--- config.mk ---
export PLATFORM = sky130hd
export DESIGN_NAME = tmr_core
export DESIGN_NICKNAME = d
export VERILOG_FILES = /design/src/tmr_core.v /design/src/tmr_compare_unit.v
export VERILOG_INCLUDE_DIRS = /design/src /design/src/pkg
export SDC_FILE = /design/constraint.sdc
export NUM_CORES = 1
export LEC_CHECK = 0
export ABC_CLOCK_PERIOD_IN_PS = 2950
export BUFFER_PORTS_ARGS = -buffer_cell sky130_fd_sc_hd__buf_2
export CAP_MARGIN = 20
export CORE_ASPECT_RATIO = 0.8
export CORE_MARGIN = 1
export CORE_UTILIZATION = 30
export CTS_CLUSTER_DIAMETER = 60
export DETAILED_ROUTE_END_ITERATION = 6
export GPL_TIMING_DRIVEN = 1
export PLACE_DENSITY = 0.55
export SLEW_MARGIN = 10
export SYNTH_ARGS = -nofsm -noshare
export SYNTH_HDL_FRONTEND = slang
export SYNTH_SLANG_ARGS = --single-unit
--- constraint.sdc ---
create_clock -name clk_sys -period 2.95 [get_ports clk_sys]
set_input_delay 0.4425 -clock clk_sys [delete_from_list [all_inputs] [get_ports clk_sys]]
set_output_delay 0.4425 -clock clk_sys [all_outputs]
set_load 0.005 [all_outputs]
--- src/pkg/tmr_defines.vh ---
// Purpose: constants for the 8-bit timer/counter core
// Assumes: included by the core and its compare unit
// Notes:   definitions only
`ifndef TMR_DEFINES_VH
`define TMR_DEFINES_VH

`define TMR_BOTTOM        8'h00
`define TMR_MAX           8'hff
`define TMR_RST_BYTE      8'h00
`define TMR_RST_MODE      3'h0
`define TMR_RST_CS        3'h0

// Waveform modes
`define TMR_WGM_NORMAL    3'h0
`define TMR_WGM_PC_MAX    3'h1
`define TMR_WGM_CTC       3'h2
`define TMR_WGM_FAST_MAX  3'h3
`define TMR_WGM_PC_OCRA   3'h5
`define TMR_WGM_FAST_OCRA 3'h7

// Tick sources
`define TMR_CS_NONE       3'h0
`define TMR_CS_DIRECT     3'h1

// Compare output modes
`define TMR_COM_NONE      2'h0
`define TMR_COM_TOGGLE    2'h1
`define TMR_COM_CLEAR     2'h2
`define TMR_COM_SET       2'h3

// Flag and mask bit positions
`define TMR_BIT_OVF       0
`define TMR_BIT_MATCH_A   1
`define TMR_BIT_MATCH_B   2

`endif

--- src/tmr_core.v ---
// Purpose: 8-bit timer/counter with two compare units and flags
// Assumes: tick sources arrive as one-cycle enables from a shared prescaler
// Notes:   no bus; control and status are plain ports
//
// Functional notes
// - One counter, two compare units, three flags
// - Bottom indicated at zero
// - Max indicated at 0xff
// - Top is 0xff or compare A
// - Source zero stops the counter
// - Clear, increment or decrement per tick
// - Counter write beats clear and count
// - Mode from three bits over two registers
// - Overflow flag set per mode
// - Equality sets match flag next tick
// - Match flags clear on service or one
// - Flags gated by own mask bits
// - Compare buffered only in pwm modes
// - Buffer transfers at top
// - Access hits buffer when buffered
// - Force strobe acts as match in non-pwm modes, no flag
// - Counter write blocks next tick match
// - Output states kept over mode change
// - Output mode change acts at once
// - Output from match, mode and setting
// - Normal mode wraps, overflow at zero
// - Clear-on-match mode clears at compare A
// - Fast pwm single slope to top
// - Reset clears output states
`timescale 1ns/1ps
`default_nettype none
`include "tmr_defines.vh"

module tmr_core (
  input  wire       clk_sys,
  input  wire       rst,
  // Tick sources: selects 2..5 prescaled, 6 falling pin edge, 7 rising
  input  wire       tick_div8,
  input  wire       tick_div64,
  input  wire       tick_div256,
  input  wire       tick_div1024,
  input  wire       pin_fall_tick,
  input  wire       pin_rise_tick,
  // Control
  input  wire [2:0] tick_source_select,
  input  wire [2:0] waveform_mode,
  input  wire [1:0] compare_output_mode_a,
  input  wire [1:0] compare_output_mode_b,
  input  wire       force_compare_a,
  input  wire       force_compare_b,
  // Counter access
  input  wire       count_wr,
  input  wire [7:0] count_wdata,
  // Compare access
  input  wire       compare_a_wr,
  input  wire       compare_b_wr,
  input  wire [7:0] compare_wdata,
  // Flag and mask access
  input  wire       flag_wr,
  input  wire [2:0] flag_wdata,
  input  wire       mask_wr,
  input  wire [2:0] mask_wdata,
  input  wire       ack_overflow,
  input  wire       ack_match_a,
  input  wire       ack_match_b,
  // Status
  output reg  [7:0] count_value,
  output reg  [7:0] compare_value_a,
  output reg  [7:0] compare_value_b,
  output reg  [2:0] timer_flag_reg,
  output reg  [2:0] timer_mask_reg,
  output wire [1:0] force_compare_rdata,
  output wire       at_bottom,
  output wire       at_max,
  output wire       irq_overflow,
  output wire       irq_match_a,
  output wire       irq_match_b,
  output wire       compare_out_a,
  output wire       compare_out_b
);

  reg        timer_tick;
  reg        count_down;
  reg        block_match;
  reg  [7:0] next_count;
  reg        next_down;
  reg        ovf_event;
  reg  [2:0] next_flags;
  wire [7:0] active_a;
  wire [7:0] active_b;
  wire [7:0] rdata_a;
  wire [7:0] rdata_b;
  wire       match_a;
  wire       match_b;
  wire       pwm_mode;
  wire       fast_mode;
  wire       pc_mode;
  wire       top_is_a;
  wire [7:0] top_value;
  wire       at_top;
  wire       update_point;
  wire [2:0] set_bits;
  wire [2:0] clr_bits;

  always @* begin
    case (tick_source_select)
      `TMR_CS_NONE:   timer_tick = 1'b0;
      `TMR_CS_DIRECT: timer_tick = 1'b1;
      3'h2:           timer_tick = tick_div8;
      3'h3:           timer_tick = tick_div64;
      3'h4:           timer_tick = tick_div256;
      3'h5:           timer_tick = tick_div1024;
      3'h6:           timer_tick = pin_fall_tick;
      default:        timer_tick = pin_rise_tick;
    endcase
  end

  assign fast_mode = (waveform_mode == `TMR_WGM_FAST_MAX) ||
                     (waveform_mode == `TMR_WGM_FAST_OCRA);
  assign pc_mode   = (waveform_mode == `TMR_WGM_PC_MAX) ||
                     (waveform_mode == `TMR_WGM_PC_OCRA);
  assign pwm_mode  = fast_mode || pc_mode;
  assign top_is_a  = (waveform_mode == `TMR_WGM_CTC) ||
                     (waveform_mode == `TMR_WGM_FAST_OCRA) ||
                     (waveform_mode == `TMR_WGM_PC_OCRA);
  assign top_value = top_is_a ? active_a : `TMR_MAX;
  assign at_top    = (count_value == top_value);
  assign at_bottom = (count_value == `TMR_BOTTOM);
  assign at_max    = (count_value == `TMR_MAX);
  // Update at top in fast pwm, at top in phase correct
  assign update_point = timer_tick && at_top;

  always @* begin
    next_count = count_value;
    next_down  = count_down;
    ovf_event  = 1'b0;
    if (timer_tick) begin
      if (pc_mode) begin
        if (count_down) begin
          if (at_bottom) begin
            next_down  = 1'b0;
            next_count = count_value + 8'h01;
          end else begin
            next_count = count_value - 8'h01;
            // overflow at bottom when dual slope
            ovf_event  = (count_value == 8'h01);
          end
        end else if (at_top) begin
          next_down  = 1'b1;
          next_count = count_value - 8'h01;
        end else begin
          next_count = count_value + 8'h01;
        end
      end else if (fast_mode) begin
        next_down = 1'b0;
        if (at_top) begin
          next_count = `TMR_BOTTOM;
          ovf_event  = 1'b1;
        end else begin
          next_count = count_value + 8'h01;
        end
      end else if (waveform_mode == `TMR_WGM_CTC) begin
        next_down = 1'b0;
        if (count_value == active_a) begin
          next_count = `TMR_BOTTOM;
        end else begin
          next_count = count_value + 8'h01;
        end
        ovf_event = at_max;
      end else begin
        next_down  = 1'b0;
        next_count = count_value + 8'h01;
        ovf_event  = at_max;
      end
    end
    if (count_wr) begin
      next_count = count_wdata;
    end
  end

  // Counter, direction, match blocking
  always @(posedge clk_sys) begin
    if (rst) begin
      count_value <= `TMR_RST_BYTE;
      count_down  <= 1'b0;
      block_match <= 1'b0;
    end else begin
      count_value <= next_count;
      count_down  <= next_down;
      if (count_wr) begin
        block_match <= 1'b1;
      end else if (timer_tick) begin
        block_match <= 1'b0;
      end
    end
  end

  // Flag set and clear terms
  assign set_bits = {match_b, match_a, ovf_event && !(count_wr && timer_tick)};
  // clear on service or written one
  assign clr_bits = ({3{flag_wr}} & flag_wdata) |
                    {ack_match_b, ack_match_a, ack_overflow};

  // Set beats clear in the same cycle
  always @* begin
    next_flags = (timer_flag_reg & ~clr_bits) | set_bits;
  end

  always @(posedge clk_sys) begin
    if (rst) begin
      timer_flag_reg <= 3'h0;
      timer_mask_reg <= 3'h0;
    end else begin
      timer_flag_reg <= next_flags;
      if (mask_wr) begin
        timer_mask_reg <= mask_wdata;
      end
    end
  end

  assign irq_overflow = timer_flag_reg[`TMR_BIT_OVF] & timer_mask_reg[`TMR_BIT_OVF];
  assign irq_match_a  = timer_flag_reg[`TMR_BIT_MATCH_A] & timer_mask_reg[`TMR_BIT_MATCH_A];
  assign irq_match_b  = timer_flag_reg[`TMR_BIT_MATCH_B] & timer_mask_reg[`TMR_BIT_MATCH_B];

  assign force_compare_rdata = 2'h0;

  // Registered compare readback
  always @(posedge clk_sys) begin
    if (rst) begin
      compare_value_a <= `TMR_RST_BYTE;
      compare_value_b <= `TMR_RST_BYTE;
    end else begin
      compare_value_a <= rdata_a;
      compare_value_b <= rdata_b;
    end
  end

  // Compare unit A
  tmr_compare_unit u_cmp_a (
    .clk_sys              (clk_sys),
    .rst                  (rst),
    .timer_tick           (timer_tick),
    .pwm_mode             (pwm_mode),
    .fast_mode            (fast_mode),
    .count_down           (count_down),
    .update_point         (update_point),
    .at_bottom            (at_bottom),
    .block_match          (block_match),
    .count_value          (count_value),
    .cmp_wr               (compare_a_wr),
    .cmp_wdata            (compare_wdata),
    .compare_output_mode  (compare_output_mode_a),
    .force_compare_strobe (force_compare_a),
    .compare_active       (active_a),
    .compare_rdata        (rdata_a),
    .match_set            (match_a),
    .compare_out          (compare_out_a)
  );

  // Compare unit B
  tmr_compare_unit u_cmp_b (
    .clk_sys              (clk_sys),
    .rst                  (rst),
    .timer_tick           (timer_tick),
    .pwm_mode             (pwm_mode),
    .fast_mode            (fast_mode),
    .count_down           (count_down),
    .update_point         (update_point),
    .at_bottom            (at_bottom),
    .block_match          (block_match),
    .count_value          (count_value),
    .cmp_wr               (compare_b_wr),
    .cmp_wdata            (compare_wdata),
    .compare_output_mode  (compare_output_mode_b),
    .force_compare_strobe (force_compare_b),
    .compare_active       (active_b),
    .compare_rdata        (rdata_b),
    .match_set            (match_b),
    .compare_out          (compare_out_b)
  );

endmodule // tmr_core

`default_nettype wire

--- src/tmr_compare_unit.v ---
// Purpose: one compare unit: buffered compare value, match, output state
// Assumes: tick and mode qualifiers supplied by the core
// Notes:   output state survives mode changes, cleared by reset and by the match and bottom logic
`timescale 1ns/1ps
`default_nettype none
`include "tmr_defines.vh"

module tmr_compare_unit (
  input  wire       clk_sys,
  input  wire       rst,
  input  wire       timer_tick,
  input  wire       pwm_mode,
  input  wire       fast_mode,
  input  wire       count_down,
  input  wire       update_point,
  input  wire       at_bottom,
  input  wire       block_match,
  input  wire [7:0] count_value,
  input  wire       cmp_wr,
  input  wire [7:0] cmp_wdata,
  input  wire [1:0] compare_output_mode,
  input  wire       force_compare_strobe,
  output reg  [7:0] compare_active,
  output wire [7:0] compare_rdata,
  output wire       match_set,
  output reg        compare_out
);

  reg [7:0] compare_buffer;
  reg       next_out;
  wire      equal;
  wire      real_match;
  wire      do_match;

  assign equal        = (count_value == compare_active);
  assign real_match   = equal && timer_tick && !block_match;
  assign match_set    = real_match;
  assign do_match     = real_match || (force_compare_strobe && !pwm_mode);
  assign compare_rdata = pwm_mode ? compare_buffer : compare_active;

  // Compare value and its buffer
  always @(posedge clk_sys) begin
    if (rst) begin
      compare_active <= `TMR_RST_BYTE;
      compare_buffer <= `TMR_RST_BYTE;
    end else begin
      if (cmp_wr) begin
        compare_buffer <= cmp_wdata;
      end
      if (cmp_wr && !pwm_mode) begin
        compare_active <= cmp_wdata;
      end else if (pwm_mode && update_point) begin
        compare_active <= compare_buffer;
      end
    end
  end

  always @* begin
    next_out = compare_out;
    if (!pwm_mode) begin
      if (do_match) begin
        case (compare_output_mode)
          `TMR_COM_TOGGLE: next_out = !compare_out;
          `TMR_COM_CLEAR:  next_out = 1'b0;
          `TMR_COM_SET:    next_out = 1'b1;
          default:         next_out = compare_out;
        endcase
      end
    end else if (compare_output_mode[1]) begin
      if (fast_mode) begin
        if (do_match) begin
          next_out = compare_output_mode[0];
        end else if (timer_tick && at_bottom) begin
          next_out = !compare_output_mode[0];
        end
      end else if (do_match) begin
        next_out = count_down ? !compare_output_mode[0] : compare_output_mode[0];
      end
    end
  end

  always @(posedge clk_sys) begin
    if (rst) begin
      compare_out <= 1'b0;
    end else begin
      compare_out <= next_out;
    end
  end

endmodule // tmr_compare_unit

`default_nettype wire

==> impl_summary.log, run 1 <==
INFO  metric setup.worst_path.class = reg -> reg
INFO  metric drt_pass1_iterations = 6
INFO  metric failed_checks = DRC
INFO  metric cts.reportedPaths.clkPinSlew = 0.06 ns
INFO  metric grt_util_met3 = 4.158%
INFO  metric fp.dieArea = 12500 µm²
INFO  metric routed_wire_per_std_cell = 16.06 µm
INFO  metric power.ir.vdd_worst = 0.2560 mV
INFO  metric globalRoute.totalOverflow = 0
INFO  metric final_setup_violating_endpoints = 0
INFO  metric hold_class = in -> reg
INFO  metric finish.utilization = 38.76%
INFO  metric synth.yosys.seq_area_share = 36.54%
INFO  metric gr_util_all_layers = 17.44%
INFO  metric vias_per_cell = 5.103
INFO  metric die_w = 124.7 µm
INFO  metric grt_pass1_vias = 3185
INFO  metric max_freq = 370.4 MHz
INFO  metric worstPathArrival = 2.89 ns
INFO  metric cts_buffers = 9
INFO  metric asyncSetResetFlopFracSynth = 0%
INFO  metric gp_routability_congestion = 0.8408
INFO  metric placement_rows = 35
INFO  metric ys_ff_latch = 66
INFO  metric pin_count = 89
INFO  metric antenna_violating_nets_post_route = 0
INFO  metric gr_busiest_metal = met2
INFO  metric synthesis.instances = 417
INFO  metric tritoncts_clock_tree = built
INFO  metric startpoint_type = flop
INFO  metric drt_iter0_drc = 214
INFO  metric post-cts-setup-buffer-count = 0
INFO  metric cts_sinks = 66
INFO  metric post_synth.cell_area_avg = 8.671 µm²
INFO  metric routed-via-count = 3312
INFO  metric post_cts_resize_count = 0
INFO  metric cap_violations = 0
INFO  metric worst_margin_slew = 0.5133 ns
INFO  metric final_common_cell = sky130_fd_sc_hd__buf_2
INFO  metric nNetsFinal = 552
INFO  metric antenna-diode-count = 0
INFO  metric drc = 14
INFO  metric place.detailed.hpwl = 7605 µm
INFO  metric cts_max_path_buffers = 2
INFO  metric power.static_leakage = 2.099 nW
INFO  metric grt_antenna_before_repair = 0
INFO  metric drv_slew = 0
INFO  metric grt_use_met1 = 24.90%
INFO  metric grt_max_degree = 25
INFO  metric clk_latency = 0.33 ns
INFO  metric htreeDepth = 3
INFO  metric placeableCoreArea = 11650 µm²
INFO  metric use_met2 = 25.45%
INFO  metric end_kind = flop
INFO  metric mappedNetlistArea = 3616 µm²
INFO  metric cp_data_required_time = 3.14 ns
INFO  metric clock_period_minus_worst_slack = 2.700 ns
INFO  metric synth-edff-count = 0
INFO  metric post-route-period-util = 91.51%
INFO  metric area_growth_syn_to_layout = 24.88%
INFO  metric cellPowerDensity = 588.3 nW/µm²
INFO  metric run_status = finished with violations
INFO  metric synth_top_flop_cell = sky130_fd_sc_hd__dfxtp_1
INFO  metric layout.cells.most_common_list = sky130_fd_sc_hd__buf_2, sky130_fd_sc_hd__nor2_1, sky130_fd_sc_hd__dfxtp_1
INFO  metric cp_max_fanout = 9
INFO  metric yosysWarnings = 0
INFO  metric setup_repair_after_global_routing_missed_its_margin = false
INFO  metric hold_viol_final = 0
INFO  metric setup_total_negative_slack = 0 ns
INFO  metric cts_hold_buf = 0
INFO  metric buffer_ports.inserted = 86
INFO  metric post_route_cells_drive_above_1_share = 25.95%
INFO  metric first_pass_grt_wire_length = 16800 µm
INFO  metric cts_root_buf = sky130_fd_sc_hd__clkbuf_16
INFO  metric worst_slew_margin_rel = 64.90%
INFO  metric ys_types = 61
INFO  metric routed_wirelength = 10430 µm
INFO  metric die_h = 100.2 µm
INFO  metric fillerInstances = 1225
INFO  metric floorplan.initialDensity = 31.04%
INFO  metric finClkSkew = 0.006134 ns
==> synthesized netlist by cell type, types with 2 or more instances <==
cell                        number  share of area (%)
sky130_fd_sc_hd__mux2i_1        56                 16
sky130_fd_sc_hd__nor3_1         10                1.4
sky130_fd_sc_hd__ha_1            6                2.1
sky130_fd_sc_hd__xor2_1          5                1.2
sky130_fd_sc_hd__a221o_1         2               0.55
sky130_fd_sc_hd__nand2_1        22                2.3
sky130_fd_sc_hd__a41oi_1         2               0.48
sky130_fd_sc_hd__buf_4           5                1.0
sky130_fd_sc_hd__a2111oi_2       2               0.83
sky130_fd_sc_hd__nor2b_1         7                1.2
sky130_fd_sc_hd__a221oi_1        4               0.97
sky130_fd_sc_hd__nand3_1         5               0.69
sky130_fd_sc_hd__inv_1          13                1.3
sky130_fd_sc_hd__a2111oi_0       2               0.48
sky130_fd_sc_hd__nor2_1         75                7.8
sky130_fd_sc_hd__nand3b_1        2               0.42
sky130_fd_sc_hd__o21ai_0         5               0.69
sky130_fd_sc_hd__o22ai_1         6                1.0
sky130_fd_sc_hd__nor4b_4         2                1.3
sky130_fd_sc_hd__a31oi_1         2               0.35
sky130_fd_sc_hd__or2_2           2               0.35
sky130_fd_sc_hd__dfxtp_1        66                 37
sky130_fd_sc_hd__buf_1           5               0.52
sky130_fd_sc_hd__buf_2           6               0.83
sky130_fd_sc_hd__inv_2           3               0.31
sky130_fd_sc_hd__o2bb2ai_1       2               0.48
sky130_fd_sc_hd__a21oi_1        17                2.4
sky130_fd_sc_hd__a211oi_1       18                3.7
sky130_fd_sc_hd__nand4_1         5               0.87
sky130_fd_sc_hd__xnor2_1        11                2.7
sky130_fd_sc_hd__o32ai_1         2               0.48
sky130_fd_sc_hd__or3_1           2               0.35
sky130_fd_sc_hd__clkbuf_1       14                1.5
sky130_fd_sc_hd__and2_1          3               0.52
sky130_fd_sc_hd__buf_6           2               0.62
==> logic make-up (layout without fill, tap and decap cells) <==
kind of cell | Yosys count | in the layout | synth area share [%]
buffers and inverters | 48 | 131 | 6.125
flip-flops | 66 | 66 | 36.54
XOR/XNOR | 16 | 16 | 3.875
AND/OR/NAND/NOR | 147 | 147 | 19.97
other | 1 | 2 | 0.1037
adder cells (fa/ha/maj) | 6 | 6 | 2.076
AO/OA/AOI/OAI | 77 | 77 | 15.81
multiplexers | 56 | 56 | 15.50
==> routing by layer <==
layer | share of wire (%) | wire length (µm) | vias up
met2 | 42 | 4337 | 116
met4 | 1.6 | 163 | 0
met1 | 50 | 5199 | 1548
met5 | 0 | 0 | -
met3 | 7.0 | 725 | 15
li1 | - | - | 1633
==> power breakdown <==
group          internal, mW  leakage [nW]  total, mW  switching, mW
clock network         0.829         0.163       1.24          0.416
registers             0.946         0.543      0.999         0.0532
logic                 0.182          1.39      0.413          0.231
==> stage by stage <==
stage | instance area [µm²] | cells | setup slack (ns) | power, mW | hold WS, ns
after floorplan | 3620 | 418 | 0.5399 | 1.279 | 0.4703
after global placement | 4172 | 633 | 0.2597 | 1.427 | 0.4920
after detailed placement | 4172 | 633 | 0.3123 | 1.430 | 0.5013
after CTS | 4516 | 649 | 0.2963 | 2.682 | 0.3552
after global routing | 4516 | 649 | 0.06910 | 2.779 | 0.3604
final | 4516 | 649 | 0.2503 | 2.657 | 0.3586
==> worst max-delay path: stages (launching register included) <==
cell,delay (ns)
sky130_fd_sc_hd__dfxtp_1,0.42
sky130_fd_sc_hd__nor2b_1,0.20
sky130_fd_sc_hd__a2111oi_2,0.50
sky130_fd_sc_hd__nand4b_1,0.21
sky130_fd_sc_hd__a221o_1,0.43
sky130_fd_sc_hd__a2111oi_0,0.32
sky130_fd_sc_hd__a41oi_1,0.09
sky130_fd_sc_hd__nor4b_1,0.28
sky130_fd_sc_hd__a2111oi_1,0.11
==> path summary, 6_finish.rpt <==
path,startpoint,end,slack [ns],cells after the start
worst min register to register,u_cmp_a.compare_out,u_cmp_a.compare_out,0.51,2
worst min-delay path,mask_wdata[0],timer_mask_reg[0],0.36,3
worst max-delay path,count_value[6],count_value[3],0.25,8
worst max register to register,count_value[6],count_value[3],0.25,8
==> cell type report <==
type	count	area [µm²]	share of cell area [%]
tap	148	185.2	4.101
sequential	66	1321	29.26
clock buffer	10	229.0	5.071
timing repair buffer	99	528.0	11.69
multi-input combinational	304	2077	46.00
inverter	16	60.06	1.330
clock inverter	6	115.1	2.549
(Power assumes the default switching activity.)
==> run 2, diff against run 1 <==
Settings changed: ABC_CLOCK_PERIOD_IN_PS 2950 to 2800.
Clock period 2.95 ns to 2.8 ns, I/O delays scaled along.
==> run 2 against run 1 <==
The flow still finishes with violations (DRC). Final cell count up 0.77%. Worst setup slack lost 0.073 ns. Global-route usage is 0.47 points lower. Sequential share of layout area barely moved. Largest cell class unchanged. Highest routed layer unchanged.
==> impl_summary.log, run 2 (synthesized netlist as in run 1, its figures left out) <==
INFO  metric internal-power = 1.845 mW (-5.7%)
INFO  metric routed_wire_per_std_cell = 15.89 µm (-1.1%)
INFO  metric hold_viol_final = 0 (unchanged)
INFO  metric grt_antenna_before_repair = 0 (unchanged)
INFO  metric antenna-diode-count = 0 (unchanged)
INFO  metric fillerInstances = 1205 (-1.6%)
INFO  metric finClkSkew = 0.01137 ns (+0.005238 ns)
INFO  metric max_freq = 381.3 MHz (+2.9%)
INFO  metric first_pass_grt_wire_length = 16620 µm (-1.1%)
INFO  metric vias_per_cell = 5.109 (+0.10%)
INFO  metric top_signal_layer_used = met4
INFO  metric setup_repair_after_global_routing_missed_its_margin = false
INFO  metric worst_slew_margin_rel = 58.69% (-6.2 points)
INFO  metric final_common_cell = sky130_fd_sc_hd__buf_2
INFO  metric placement_rows = 35 (unchanged)
INFO  metric net-switching-power = 0.7088 mW (+1.3%)
INFO  metric layout.cells.most_common_list = sky130_fd_sc_hd__buf_2, sky130_fd_sc_hd__nor2_1, sky130_fd_sc_hd__dfxtp_1
INFO  metric cts_buffers = 9 (unchanged)
INFO  metric post-cts-setup-buffer-count = 0 (unchanged)
INFO  metric clk_latency = 0.33 ns (about the same)
INFO  metric cts_root_buf = sky130_fd_sc_hd__clkbuf_16
INFO  metric tritoncts_clock_tree = built
INFO  metric cts_max_path_buffers = 2 (unchanged)
INFO  metric drt_pass1_iterations = 6 (unchanged)
INFO  metric placeableCoreArea = 11650 µm² (unchanged)
INFO  metric drc = 14 (unchanged)
INFO  metric met2_length = 4532 µm (+4.5%)
INFO  metric cts_sinks = 66 (unchanged)
INFO  metric setup.worst_path.class = reg -> reg
INFO  metric power_switching_share = 27.75% (+1.4 points)
INFO  metric buffer_ports.inserted = 86 (unchanged)
INFO  metric numPlacedInstances = 638 (+0.79%)
INFO  metric pwr-share-comb = 17.8% (+2.2 points)
INFO  metric clock_power_share = 41.2% (-5.6 points)
INFO  metric worst_margin_slew = 0.6040 ns (+0.09073 ns)
INFO  metric drv_slew = 0 (unchanged)
INFO  metric worstPathArrival = 2.82 ns (-0.07 ns)
INFO  metric gr_util_all_layers = 16.97% (-0.47 points)
INFO  metric cts.reportedPaths.clkPinSlew = 0.06 ns (about the same)
INFO  metric hold-path-endpoint = timer_mask_reg[2]
INFO  metric fin_hold_ws = 0.3498 ns (-0.008852 ns)
INFO  metric rr_endpoint = count_value[3]
INFO  metric globalRoute.totalOverflow = 0 (unchanged)
INFO  metric die_h = 100.2 µm (unchanged)
INFO  metric grt_pass1_vias = 3200 (+0.47%)
INFO  metric post-route-period-util = 93.66% (+2.1 points)
INFO  metric fp.dieArea = 12500 µm² (unchanged)
INFO  metric floorplan.initialDensity = 31.04% (unchanged)
INFO  metric cts_hold_buf = 0 (unchanged)
INFO  metric htreeDepth = 3 (unchanged)
INFO  metric final_cell_count_no_fill = 654 (+0.77%)
INFO  metric post_route_cells_drive_above_1_share = 26.68% (+0.73 points)
INFO  metric cellPowerDensity = 565.4 nW/µm² (-3.9%)
INFO  metric startpoint_type = flop
INFO  metric place.detailed.hpwl = 7605 µm (about the same)
INFO  metric end_kind = flop
INFO  metric dpl-instance-area = 4222 µm² (+1.2%)
INFO  metric clock_period_minus_worst_slack = 2.623 ns (-0.07710 ns)
INFO  metric nNetsFinal = 557 (+0.91%)
INFO  metric stdcell_area = 4517 µm² (about the same)
INFO  metric power.static_leakage = 2.109 nW (+0.48%)
INFO  metric drt_iter0_drc = 233 (+8.9%)
INFO  metric hold_class = in -> reg
INFO  metric routed_wirelength = 10390 µm (-0.32%)
INFO  metric r2r-start = u_cmp_a.compare_active[0]
INFO  metric finish.utilization = 38.78% (about the same)
INFO  metric worst_setup_sp = u_cmp_a.compare_active[0]
INFO  metric holdPathStages = 3 (unchanged)
INFO  metric pin_count = 89 (unchanged)
INFO  metric cp_max_fanout = 6 (-3)
INFO  metric cap_violations = 0 (unchanged)
INFO  metric grt_max_degree = 28 (+12%)
INFO  metric failed_checks = DRC
INFO  metric final_setup_violating_endpoints = 0 (unchanged)
INFO  metric length_of_routed_met3_wiring = 578 µm (-20%)
INFO  metric antenna_violating_nets_post_route = 0 (unchanged)
INFO  metric run_status = finished with violations
INFO  metric routed-via-count = 3341 (+0.88%)
INFO  metric sequentialPowerShare = 41.0% (+3.4 points)
INFO  metric die_w = 124.7 µm (unchanged)
INFO  metric timing.reg2reg.worst_path_depth = 8 (unchanged)
INFO  metric hold_path_startpoint = mask_wdata[2]
INFO  metric power.ir.vdd_worst = 0.2985 mV (+17%)
INFO  metric timing.reg2reg.setup_slack = 0.18 ns (-0.07 ns)
INFO  metric met1_length = 5145 µm (-1.0%)
INFO  metric post_cts_resize_count = 0 (unchanged)
INFO  metric gp_routability_congestion = 0.8554 (+1.7%)
INFO  metric area_growth_syn_to_layout = 24.91% (about the same)
INFO  metric setup_total_negative_slack = 0 ns (unchanged)
INFO  metric cp_data_required_time = 3.00 ns (-0.14 ns)
[run 2: cell types whose count changed in the layout (fill, tap and decap cells not counted), moves of 2 or more]
| cell | before | now |
|---|---|---|
| sky130_fd_sc_hd__buf_4 | 13 | 17 |
| sky130_fd_sc_hd__clkinv_2 | 0 | 2 |
| sky130_fd_sc_hd__clkbuf_8 | 0 | 2 |
| sky130_fd_sc_hd__bufinv_16 | 3 | 0 |
[run 2: metal layers]
metal	GRT usage, %	vias to the layer above
li1	-	1645
met1	23.68	1563
met2	26.19	119
met3	3.571	14
met4	5.318	0
met5	0	-
[run 2: critical path: stages, from the launching register on]
cell,delay (ns)
sky130_fd_sc_hd__dfxtp_1,0.33
sky130_fd_sc_hd__nor2b_1,0.14
sky130_fd_sc_hd__a2111oi_2,0.49
sky130_fd_sc_hd__nand4b_1,0.22
sky130_fd_sc_hd__a221o_1,0.46
sky130_fd_sc_hd__a2111oi_0,0.37
sky130_fd_sc_hd__a41oi_1,0.08
sky130_fd_sc_hd__nor4b_1,0.29
sky130_fd_sc_hd__a2111oi_1,0.11
[run 2: stage by stage]
| step | worst slack, ns | total power, mW |
|---|---|---|
| floorplan | 0.3899 | 1.347 |
| global placement | 0.2815 | 1.510 |
| detailed placement | 0.1747 | 1.515 |
| CTS | 0.1481 | 2.574 |
| global route | 0.001492 | 2.673 |
| finish | 0.1774 | 2.554 |
[run 2: worst max-delay path by stage]
stage,endpoint,cells after the start
final,count_value[3],8
after floorplan,count_value[3],9
after detailed placement,count_value[3],8
after global routing,count_value[3],9
after global placement,count_value[4],8
after CTS,count_value[3],8
[run 2: power by group through the flow]
stage	combinational [mW]	sequential, mW	clock, mW
after floorplan	0.296	1.05	0
after global placement	0.446	1.06	0
after detailed placement	0.448	1.07	0
after CTS	0.451	1.05	1.08
after global routing	0.501	1.06	1.12
final	0.454	1.05	1.05
[run 2: area by class of cell]
class / count / area, µm² / share of cell area (%)
Timing Repair Buffer: 104 / 578.1 / 12.80
Clock inverter: 4 / 26.28 / 0.5817
Sequential cell: 66 / 1321 / 29.25
Tap cell: 148 / 185.2 / 4.100
Inverter: 16 / 60.06 / 1.330
Clock buffer: 12 / 256.5 / 5.679
Multi-Input combinational cell: 304 / 2090 / 46.26
==> run 3, diff against run 2 <==
Settings changed: ABC_CLOCK_PERIOD_IN_PS 2800 to 3350.
Clock period 2.8 ns to 3.35 ns, I/O delays scaled along.
==> run 3 against run 2 <==
The run still ends with DRC left. Global-route usage shrank 0.48 points. Final area shrank 2.1%. Total power shrank 18%. Wire length shrank 4.5%. Core utilization shrank 0.83 points. Hold slack gained 0.072 ns. Flip-flop and latch count is the same. Register-to-register slack gained 0.41 ns. Via count shrank 2.0%. Count of clock-buffer cells in the layout shrank 1. First-iteration DRC count grew 9.4%. Sequential share of layout area grew 0.64 points.
==> impl_summary.log, run 3 (synthesized netlist as in run 1, its figures left out) <==
INFO  metric run_status = finished with violations
INFO  metric failed_checks = DRC
INFO  metric gp_routability_congestion = 0.9048 (+5.8%)
INFO  metric hold_viol_final = 0 (unchanged)
INFO  metric routed_wirelength = 9921 µm (-4.5%)
INFO  metric cap_violations = 0 (unchanged)
INFO  metric grt_antenna_before_repair = 0 (unchanged)
INFO  metric cts_sinks = 66 (unchanged)
INFO  metric layout.cells.most_common_list = sky130_fd_sc_hd__buf_2, sky130_fd_sc_hd__nor2_1, sky130_fd_sc_hd__dfxtp_1
INFO  metric drv_slew = 0 (unchanged)
INFO  metric grt_pass1_vias = 3115 (-2.7%)
INFO  metric final_common_cell = sky130_fd_sc_hd__buf_2
INFO  metric routed-via-count = 3273 (-2.0%)
INFO  metric fillerInstances = 1215 (+0.83%)
INFO  metric cts_hold_buf = 0 (unchanged)
INFO  metric cp_data_required_time = 3.56 ns (+0.56 ns)
INFO  metric floorplan.initialDensity = 31.04% (unchanged)
INFO  metric power.ir.vdd_worst = 0.3153 mV (+5.6%)
INFO  metric cellPowerDensity = 473.8 nW/µm² (-16%)
INFO  metric first_pass_grt_wire_length = 16010 µm (-3.6%)
INFO  metric finClkSkew = 0.007633 ns (-0.003739 ns)
INFO  metric cts_buffers = 9 (unchanged)
INFO  metric cts_root_buf = sky130_fd_sc_hd__clkbuf_16
INFO  metric post-cts-setup-buffer-count = 0 (unchanged)
INFO  metric clock_period_minus_worst_slack = 2.759 ns (+0.1362 ns)
INFO  metric cts_max_path_buffers = 2 (unchanged)
INFO  metric pin_count = 89 (unchanged)
INFO  metric placeableCoreArea = 11650 µm² (unchanged)
INFO  metric globalRoute.totalOverflow = 0 (unchanged)
INFO  metric gr_util_all_layers = 16.49% (-0.48 points)
INFO  metric timing.reg2reg.setup_slack = 0.59 ns (+0.41 ns)
INFO  metric hold-path-endpoint = timer_mask_reg[0]
INFO  metric post_cts_resize_count = 0 (unchanged)
INFO  metric grt_max_degree = 40 (+43%)
INFO  metric htreeDepth = 3 (unchanged)
INFO  metric post-route-period-util = 82.35% (-11 points)
INFO  metric worst_slew_margin_rel = 52.39% (-6.3 points)
INFO  metric power.static_leakage = 2.049 nW (-2.8%)
INFO  metric hold_path_startpoint = mask_wdata[0]
INFO  metric post_route_cells_drive_above_1_share = 25.35% (-1.3 points)
INFO  metric antenna-diode-count = 0 (unchanged)
INFO  metric area_growth_syn_to_layout = 22.25%
INFO  metric setup_total_negative_slack = 0 ns (unchanged)
INFO  metric worstPathArrival = 2.97 ns (+0.15 ns)
INFO  metric die_h = 100.2 µm (unchanged)
INFO  metric setup_repair_after_global_routing_missed_its_margin = false
INFO  metric end_kind = flop
INFO  metric cts.reportedPaths.clkPinSlew = 0.06 ns (about the same)
INFO  metric antenna_violating_nets_post_route = 0 (unchanged)
INFO  metric startpoint_type = flop
INFO  metric setup.worst_path.class = reg -> reg
INFO  metric max_freq = 362.5 MHz (-4.9%)
INFO  metric cp_max_fanout = 13 (+7)
INFO  metric routed_wire_per_std_cell = 15.38 µm (-3.2%)
INFO  metric drt_pass1_iterations = 6 (unchanged)
INFO  metric placement_rows = 35 (unchanged)
INFO  metric stdcell_area = 4420 µm² (-2.1%)
INFO  metric holdPathStages = 3 (unchanged)
INFO  metric finish.utilization = 37.95% (-0.83 points)
INFO  metric nNetsFinal = 549 (-1.4%)
INFO  metric tritoncts_clock_tree = built
INFO  metric final_setup_violating_endpoints = 0 (unchanged)
INFO  metric r2r-start = count_value[4]
INFO  metric rr_endpoint = count_value[4]
INFO  metric clk_latency = 0.33 ns (about the same)
INFO  metric vias_per_cell = 5.074 (-0.67%)
INFO  metric drc = 14 (unchanged)
INFO  metric drt_iter0_drc = 255 (+9.4%)
INFO  metric hold_class = in -> reg
INFO  metric die_w = 124.7 µm (unchanged)
INFO  metric buffer_ports.inserted = 86 (unchanged)
INFO  metric timing.reg2reg.worst_path_depth = 8 (unchanged)
INFO  metric fp.dieArea = 12500 µm² (unchanged)
INFO  metric dpl-instance-area = 4149 µm² (-1.7%)
INFO  metric place.detailed.hpwl = 7332 µm (-3.6%)
INFO  metric worst_margin_slew = 0.7142 ns (+0.1102 ns)
[run 3: cell type report]
| type | count | area, µm² | area share, % |
|---|---|---|---|
| Timing Repair Buffer | 96 | 505.5 | 11.44 |
| Multi-Input combinational cell | 304 | 2077 | 46.99 |
| Tap cell | 148 | 185.2 | 4.189 |
| Sequential cell | 66 | 1321 | 29.89 |
| Inverter | 16 | 60.06 | 1.359 |
| Clock buffer | 11 | 242.7 | 5.491 |
| Clock inverter | 4 | 28.78 | 0.6510 |
[run 3: critical path, cell delays in order, from the launching register on]
cell and delay (ns):
sky130_fd_sc_hd__dfxtp_1 0.44, sky130_fd_sc_hd__nor2b_1 0.21, sky130_fd_sc_hd__a2111oi_2 0.52, sky130_fd_sc_hd__nand4b_1 0.22, sky130_fd_sc_hd__a21oi_1 0.33, sky130_fd_sc_hd__o211ai_2 0.25
sky130_fd_sc_hd__a32o_1 0.29, sky130_fd_sc_hd__a221oi_1 0.30, sky130_fd_sc_hd__nor3_1 0.09
[run 3: per-layer routing]
metal | vias up | routed length, µm | track usage (%)
li1 | 1634 | - | -
met1 | 1510 | 4855 | 22.95
met2 | 121 | 4228 | 24.46
met3 | 8 | 750 | 4.851
met4 | 0 | 87 | 5.033
met5 | - | 0 | 0
[run 3: power by group]
part	internal [mW]	switching, mW
Combinational	0.158	0.196
Clock	0.516	0.342
Sequential	0.833	0.0494
Total	1.51	0.587
[run 3: worst max path at each step]
stage | start | endpoint | slack, ns | cells after the start
CTS | count_value[4] | count_value[4] | 0.62 | 8
detailed placement | count_value[4] | count_value[4] | 0.64 | 8
global placement | count_value[4] | u_cmp_a.compare_out | 0.74 | 8
floorplan | count_value[0] | count_value[3] | 0.94 | 9
global route | count_value[4] | count_value[4] | 0.33 | 8
finish | count_value[4] | count_value[4] | 0.59 | 8
[run 3: per-stage QoR]
stage	hold WS [ns]	setup WS, ns	power, mW	instances
2_1_floorplan	0.4703	0.9399	1.126	418
3_3_place_gp	0.4896	0.7363	1.246	630
3_5_place_dp	0.5081	0.6376	1.251	630
4_1_cts	0.4096	0.6164	2.124	645
5_1_grt	0.4505	0.3253	2.200	645
6_report	0.4218	0.5912	2.094	645
